**src/rtl/grf_pkg.sv**
```systemverilog
// Package for the general register file: sizes, operand codes, reset values.
// Assumes one CPU clock and a synchronous active-low reset in every user.
`default_nettype none
package grf_pkg;
	localparam int REG_COUNT = 8;
	localparam int REG_WIDTH = 32;
	localparam int HALF_WIDTH = 16;
	localparam int BYTE_WIDTH = 8;
	localparam int SEL_WIDTH = 3;
	localparam logic [2:0] STACK_INDEX = 3'h7;
	localparam logic [31:0] REG_RESET = 32'h00000000;
	// Operand selector: which portion of a register is accessed
	typedef enum logic [2:0] {
		GRF_WORD,
		GRF_UPPER_HALF,
		GRF_LOWER_HALF,
		GRF_HIGH_BYTE,
		GRF_LOW_BYTE
	} grf_size_t;
	localparam logic [2:0] SIZE_ILLEGAL_MIN = 3'h5;
endpackage : grf_pkg
`default_nettype wire

```
**src/rtl/grf_regfile.sv**
```systemverilog
// General register file: eight 32-bit registers with word, half and byte ports.
// Assumes the datapath drives ports synchronously to REF_CLK_I.
`timescale 1ns/1ps
`default_nettype none

// Notes on behaviour
// - Eight identical 32-bit registers usable as address or data registers.
// - Data accesses may be 32-bit word, 16-bit half or 8-bit byte.
// - Each register splits into upper and lower 16-bit halves, sixteen halves.
// - Each lower half splits into high and low bytes, sixteen bytes.
// - Size chosen for one register portion is independent of all others.
// - Register seven is also the stack pointer, used by calls and exceptions.
module grf_regfile #(
	parameter int NUM_REGS = grf_pkg::REG_COUNT
) (
	input wire logic REF_CLK_I, // CPU clock
	input wire logic RSTN_I, // Synchronous reset, active low
	input wire logic [2:0] RD_A_SEL_I, // Read port A register index
	input wire logic [2:0] RD_A_SIZE_I, // Read port A operand portion
	input wire logic [2:0] RD_B_SEL_I, // Read port B register index
	input wire logic [2:0] RD_B_SIZE_I, // Read port B operand portion
	input wire logic WR_EN_I, // Write strobe
	input wire logic [2:0] WR_SEL_I, // Write register index
	input wire logic [2:0] WR_SIZE_I, // Write operand portion
	input wire logic [31:0] WR_DATA_I, // Write data, right aligned
	input wire logic SP_WR_EN_I, // Implicit stack pointer write
	input wire logic [31:0] SP_WR_DATA_I, // Stack pointer new value
	output logic [31:0] RD_A_DATA_O, // Port A data, zero extended
	output logic [31:0] RD_B_DATA_O, // Port B data, zero extended
	output logic [31:0] SP_O // Current stack pointer
);
	// Storage; entry seven doubles as the stack pointer
	logic [31:0] regs_q [NUM_REGS];
	logic [31:0] rd_a_d;
	logic [31:0] rd_b_d;

	// Extract a portion, right aligned and zero extended
	function automatic logic [31:0] pick(input logic [31:0] r, input logic [2:0] sz);
		logic [31:0] v;
		v = 32'h00000000;
		unique case (sz)
			grf_pkg::GRF_WORD: v = r;
			grf_pkg::GRF_UPPER_HALF: v = {16'h0000, r[31:16]};
			grf_pkg::GRF_LOWER_HALF: v = {16'h0000, r[15:0]};
			grf_pkg::GRF_HIGH_BYTE: v = {24'h000000, r[15:8]};
			grf_pkg::GRF_LOW_BYTE: v = {24'h000000, r[7:0]};
			default: v = 32'h00000000;
		endcase
		return v;
	endfunction : pick

	// Merge write data into the addressed portion only
	function automatic logic [31:0] merge(input logic [31:0] r, input logic [2:0] sz,
		input logic [31:0] w);
		logic [31:0] v;
		v = r;
		unique case (sz)
			grf_pkg::GRF_WORD: v = w;
			grf_pkg::GRF_UPPER_HALF: v[31:16] = w[15:0];
			grf_pkg::GRF_LOWER_HALF: v[15:0] = w[15:0];
			grf_pkg::GRF_HIGH_BYTE: v[15:8] = w[7:0];
			grf_pkg::GRF_LOW_BYTE: v[7:0] = w[7:0];
			default: v = r;
		endcase
		return v;
	endfunction : merge

	// Register update; datapath write wins over implicit stack write
	always_ff @(posedge REF_CLK_I) begin
		if (!RSTN_I) begin
			for (int i = 0; i < NUM_REGS; i++) begin
				regs_q[i] <= grf_pkg::REG_RESET;
			end
		end else begin
			for (int i = 0; i < NUM_REGS; i++) begin
				if (WR_EN_I && WR_SEL_I == 3'(i)) begin
					regs_q[i] <= merge(regs_q[i], WR_SIZE_I, WR_DATA_I);
				end else if (SP_WR_EN_I && grf_pkg::STACK_INDEX == 3'(i)) begin
					regs_q[i] <= SP_WR_DATA_I;
				end
			end
		end
	end

	// Next read data from stored contents; a same-edge write is not forwarded
	always_comb begin
		rd_a_d = pick(regs_q[RD_A_SEL_I], RD_A_SIZE_I);
		rd_b_d = pick(regs_q[RD_B_SEL_I], RD_B_SIZE_I);
	end

	// Registered read and stack pointer outputs, one cycle after select
	always_ff @(posedge REF_CLK_I) begin
		if (!RSTN_I) begin
			RD_A_DATA_O <= grf_pkg::REG_RESET;
			RD_B_DATA_O <= grf_pkg::REG_RESET;
			SP_O <= grf_pkg::REG_RESET;
		end else begin
			RD_A_DATA_O <= rd_a_d;
			RD_B_DATA_O <= rd_b_d;
			SP_O <= regs_q[grf_pkg::STACK_INDEX];
		end
	end

	// Every register holds its value unless a write is aimed at it
	for (genvar g = 0; g < NUM_REGS; g++) begin : keep_g

	end
endmodule : grf_regfile

`default_nettype wire

```
**config.mk**
```make
export PLATFORM = sky130hd
export DESIGN_NAME = grf_regfile
export DESIGN_NICKNAME = d
export VERILOG_FILES = /design/src/rtl/grf_pkg.sv /design/src/rtl/grf_regfile.sv
export SDC_FILE = /design/constraint.sdc
export NUM_CORES = 1
export LEC_CHECK = 0
export BUFFER_PORTS_ARGS = -buffer_cell sky130_fd_sc_hd__clkbuf_2
export CORE_MARGIN = 2
export CORE_UTILIZATION = 60
export DETAILED_ROUTE_END_ITERATION = 8
export GPL_ROUTABILITY_DRIVEN = 0
export PLACE_DENSITY = 0.8
export SYNTH_ARGS = -nofsm -noshare
export SYNTH_HDL_FRONTEND = slang
export SYNTH_SLANG_ARGS = --single-unit
```
**constraint.sdc**
```tcl
create_clock -name REF_CLK_I -period 4.15 [get_ports REF_CLK_I]
set_input_delay 0.83 -clock REF_CLK_I [delete_from_list [all_inputs] [get_ports REF_CLK_I]]
set_output_delay 0.83 -clock REF_CLK_I [all_outputs]
set_load 0.02 [all_outputs]
```
==> flow_summary.ini, run 1 <==
[status]
status = finished, final reports clean

[route]
route.detailed.wl_per_inst_um = 28.0
drt-total-wl_um = 46500
via_per_inst = 6.67
drtIter0Drc = 1626
drc = 0
drt_pass1_iterations = 5
num_vias = 11100
final_antenna_net_count = 0

[die]
core-area_mm2 = 0.0267
initial_utilization = 0.607
ios = 182
rows = 60
fp.dieArea_mm2 = 0.0284
die_height_um = 168
die_w_um = 168

[clock_tree]
cts.htree.levels = 2
clk_path_buf_depth = 3
hold_buffers = 0
cts.reportedPaths.clkPinSlew_ns = 0.06
cts_tree = yes
cts.sinks = 352
insertion_delay_ns = 0.53
cts.repair.resized = 0
ctsRootBufferMaster = clkbuf_16
post-cts-setup-buffers = 0
cts_buffers = 37

[final_layout]
area_growth_pct = 14.8
multi_input_area_mm2 = 0.00617
nets = 1378
register_area_mm2 = 0.00961
num_antenna_cells = 0
n_fill_cell = 1787
fin_area_mm2 = 0.0186
fin_cells = 1662
drive_above_1_share = 0.328

[logic_synthesis]
synth.area.mux_share = 0.240
synth_nets = 1207
synth.distinct_cells = 37
syn_avg_cell_area_um2 = 14.5
syn_area_mm2 = 0.0162
synth-seq-cells = 352
synth_top_area_share = 0.474
synth_top_family_by_area = multiplexers
synthAdderAreaFrac = 0
synth_xor_area_frac = 0
yosys.area.top_type = edfxtp_1
synthTopCellsByArea = edfxtp_1 47%, mux4_2 18%, dfxtp_1 12%
synth_compound_area_frac = 0.0315
seq_area_frac_synth = 0.593
synth-simple-area-share = 0.107
synthCells = 1121
ys_warn_count = 0

[critical_path]
start_kind = primary input
critical_path.startpoint = WR_SIZE_I[2]
crit_fanout = 16
endpoint = regs_q[7][31]
r2r_end = RD_A_DATA_O[4]
crit_required_ns = 4.39
r2r_start = regs_q[7][12]
arrival_ns = 2.97
crit_type = in2reg
r2r_slack_ns = 2.04
cp-end-kind = flip-flop
rr_worst_depth = 3

[placed_design]
port_buffers = 181
detailed_place_hpwl_um = 32700
dp_cells = 1594
dpl-instance-area_mm2 = 0.0174

[sta]
slew_viol_final = 0
whs_ns = 0.515
rsz0062_at_grt = false
worst_pin_slew_ns = 1.33
final.setup.tns_ns = 0
finalSetupViolCount = 0
final_hold_viol_count = 0
relSlewSlack = 0.106
finalCritPeriodShare = 0.659
period_minus_slack_ns = 2.74
fmax_mhz = 366
fin_skew_ns = 0.0128

[global_routing]
grt_max_degree = 42
grt_overflow = 0
gr-usage-all-layers = 0.330
grt_pass1_wl_um = 67800
grt_pass1_vias = 11100
antenna_found_initial = 1

[pwr]
power_mw = 8.48
peakVddDrop_mv = 0.314
power_density_mw_per_mm2 = 456
leakagePower_nw = 7.19

[worst_hold_path]
min_from = regs_q[7][8]
min_path_type = reg2reg

[run]
drv_cap = 0
stage by stage:
| stage | setup WS, ns | utilization |
|---|---|---|
| after floorplan | 1.19 | - |
| after global placement | 1.01 | 0.651 |
| after CTS | 1.47 | 0.696 |
| after global routing | 1.21 | 0.696 |
| after detailed placement | 0.961 | 0.651 |
| final | 1.41 | 0.696 |
layer usage:
| layer | vias up | wire length [um] | global-route usage |
|---|---|---|---|
| li1 | 4609 | - | - |
| met1 | 5430 | 15800 | 0.434 |
| met2 | 892 | 21400 | 0.506 |
| met3 | 161 | 6540 | 0.0879 |
| met4 | 0 | 2710 | 0.185 |
| met5 | - | 0 | 0 |
layout by cell type (no fill, tap or decap), types with 16 or more instances in the layout:
| cell | count |
|---|---|
| o21ai_0 | 17 |
| edfxtp_1 | 256 |
| buf_4 | 36 |
| clkbuf_16 | 38 |
| mux4_2 | 128 |
| and3_1 | 49 |
| mux2_2 | 16 |
| o22ai_1 | 16 |
| nor2_1 | 200 |
| nand2_1 | 77 |
| mux2i_1 | 62 |
| o221ai_1 | 16 |
| clkbuf_2 | 180 |
| dfxtp_1 | 96 |
| and2_1 | 40 |
synth_stat cells, drive strengths merged:
cell type,count
nand2,77
inv,5
or4b,2
clkbuf,38
and2,41
buf,46
nand4b,2
o22ai,16
nand4,1
or3,3
a22o,8
edfxtp,256
nor3,6
o221ai,16
a21o,2
dfxtp,96
o21ai,28
and3,49
nand2b,1
mux2i,72
a211oi,2
nand3b,2
mux4,128
or2,2
a21oi,3
o31ai,2
mux2,16
nor2,201
final cells by class:
type                    count  share of cell area
clock buffers              58              0.0611
well taps                 341              0.0229
inverters                   5             0.00101
multi-input cells         680               0.331
flip-flops and latches    352               0.516
repair buffers            216              0.0637
clock inverters            10             0.00376
worst min path at each step:
stage / to / cells past startpoint
floorplan: SP_O[0] / 1
global placement: SP_O[8] / 1
detailed placement: SP_O[8] / 1
CTS: SP_O[8] / 1
global route: SP_O[22] / 1
finish: SP_O[8] / 1
where the power goes:
group,switching (mW),total [mW],internal (mW)
logic,0.629,1.05,0.425
registers,0.136,4.15,4.01
clock network,1.38,3.28,1.90
critical path: stages:
cell and delay [ns]:
clkbuf_2 0.18, nor2_4 0.23, and2_2 0.80, mux2i_1 0.76, o21ai_0 0.16
cell families (layout without fill, tap and decap cells):
group | count (synthesis) | count (layout)
compound gates | 77 | 77
buf+inv | 89 | 289
flops | 352 | 352
mux | 216 | 216
simple gates | 387 | 387
registers in the layout, summed over array words and instances (netlist names):
signal	cells
RD_B_DATA_O	32
regs_q	256
SP_O	32
RD_A_DATA_O	32
Note: power is estimated with default switching activity, not from simulation.
==> run 2, diff against run 1 <==
- CORE_UTILIZATION: 60 -> 59
- PLACE_DENSITY: 0.8 -> 0.79
- clock period: 4.15 -> 2.7 ns (I/O delays scaled with it)
==> run 2 against run 1 <==
Compared with the run above: global-route usage is 1.7 points higher; hold slack worse by 0.22 ns; critical path depth is 1 higher; register-to-register slack worse by 1.1 ns; sequential power is 54% higher; clock skew is 0.0078 ns higher; largest power group unchanged; clock power is 55% higher; routed wire length is 5.3% higher; non-clock buffer count is 64 higher; die area is 1.7% higher; critical path type unchanged; highest routed layer unchanged; critical endpoint is now regs_q[5][7]; clock-buffer cell count is 1 lower.
==> flow_summary.ini, run 2 (same netlist as run 1, synthesis figures left out) <==
[global_routing]
grt_pass1_wl_um = 72000
grt_pass1_vias = 11500
grt_max_degree = 57
gr-usage-all-layers = 0.347
antenna_found_initial = 0
grt_overflow = 0

[route]
via_per_inst = 6.75
final_antenna_net_count = 0
drt_pass1_iterations = 8
drtIter0Drc = 1786
drt-total-wl_um = 49000
drc = 0
num_vias = 11700
route.detailed.wl_per_inst_um = 28.4

[clock_tree]
cts.repair.resized = 0
cts.reportedPaths.clkPinSlew_ns = 0.06
hold_buffers = 0
ctsRootBufferMaster = clkbuf_16
clk_path_buf_depth = 3
cts.sinks = 352
insertion_delay_ns = 0.53
cts_buffers = 37
cts.htree.levels = 2
post-cts-setup-buffers = 0
cts_tree = yes

[final_layout]
largest_reg_flops = 256
final_common_cell = edfxtp_1
drive_above_1_share = 0.357
nets = 1442
area_growth_pct = 18.6
regMostFlops = regs_q
final_cell_mix = 256 x edfxtp_1, 200 x nor2_1, 183 x clkbuf_2
num_antenna_cells = 0
fin_util = 0.713
fin_cells = 1726

[critical_path]
cp-end-kind = flip-flop
timing.critical_path.mode_cell = nand2_1
crit_path_top_delay_cell = nor3_1
crit_type = in2reg
critPathMaxStageDelay_ns = 0.59
crit_fanout = 9
start_kind = primary input
rr_worst_depth = 3
path_cells = clkbuf_2 > nand3b_1 > nor3_1 > buf_4 > nand2_1 > nand2_1
arrival_ns = 2.13
crit_required_ns = 2.89

[sta]
fin_skew_ns = 0.0205
fmax_mhz = 514
final.setup.tns_ns = 0
slew_viol_final = 0
worst_pin_slew_ns = 1.13
finalCritPeriodShare = 0.721
rsz0062_at_grt = false
period_minus_slack_ns = 1.95
fin_ws_ns = 0.753
relSlewSlack = 0.247
finalSetupViolCount = 0
final_hold_viol_count = 0

[pwr]
leakagePower_nw = 7.53
peakVddDrop_mv = 0.588
power_density_mw_per_mm2 = 689

[die]
die_w_um = 170
fp.dieArea_mm2 = 0.0288
die_height_um = 170
core-area_mm2 = 0.0270
ios = 182
initial_utilization = 0.602
rows = 60

[placed_design]
dp_cells = 1658
detailed_place_hpwl_um = 33200
port_buffers = 181
place_ws_ns = 0.313

[status]
status = finished, final reports clean

[worst_hold_path]
min_path_type = in2reg
hold-path-cell-count = 3

[run]
drv_cap = 0
-- run 2: changes by cell type in the layout (fill, tap and decap cells not counted), sizes merged --
cell,before,now
buf,37,101
bufinv,0,3
inv,10,8
clkbuf,237,236
-- run 2: critical path: cells and delay by family --
family	cells	cell delay [ns]
buffers and inverters	2	0.39
and+or+nand+nor	4	1.20
-- run 2: worst paths after layout --
kind	endpoint	slack (ns)	startpoint
worst max-delay path	regs_q[5][7]	0.75	WR_SEL_I[1]
worst min-delay path	regs_q[7][30]	0.30	SP_WR_DATA_I[30]
worst max register to register	RD_B_DATA_O[15]	0.94	regs_q[7][31]
worst min register to register	SP_O[25]	0.51	regs_q[7][25]
-- run 2: through the flow --
step           cell area [um2]  hold WS [ns]  total power, mW
5_1_grt                  19200         0.298             13.5
3_5_place_dp             18000         0.501             8.18
3_3_place_gp             18000         0.498             8.13
4_1_cts                  19200         0.290             13.2
6_report                 19200         0.299             13.2
2_1_floorplan            16200         0.461             7.40
-- run 2: per-layer routing --
metal | GRT usage | share of wire | vias up
met3 | 0.0728 | 0.13 | 207
li1 | - | - | 4739
met1 | 0.457 | 0.34 | 5710
met5 | 0 | 0 | -
met4 | 0.175 | 0.058 | 0
met2 | 0.553 | 0.47 | 1003
-- run 2: cell type report --
| class | count | area (um2) |
|---|---|---|
| clock buffers | 57 | 1060 |
| clock inverters | 11 | 156 |
| fillers | 1673 | 7720 |
| inverters | 5 | 18.8 |
| multi-input cells | 680 | 6170 |
| flip-flops and latches | 352 | 9610 |
| well taps | 341 | 427 |
| repair buffers | 280 | 1790 |
-- run 2: report_power, final --
| part | internal (mW) | switching (mW) | leakage (nW) | total (mW) |
|---|---|---|---|---|
| clock network | 3.01 | 2.09 | 0.597 | 5.10 |
| logic | 0.762 | 0.993 | 3.67 | 1.75 |
| registers | 6.16 | 0.228 | 3.26 | 6.39 |
| total | 9.94 | 3.31 | 7.53 | 13.2 |
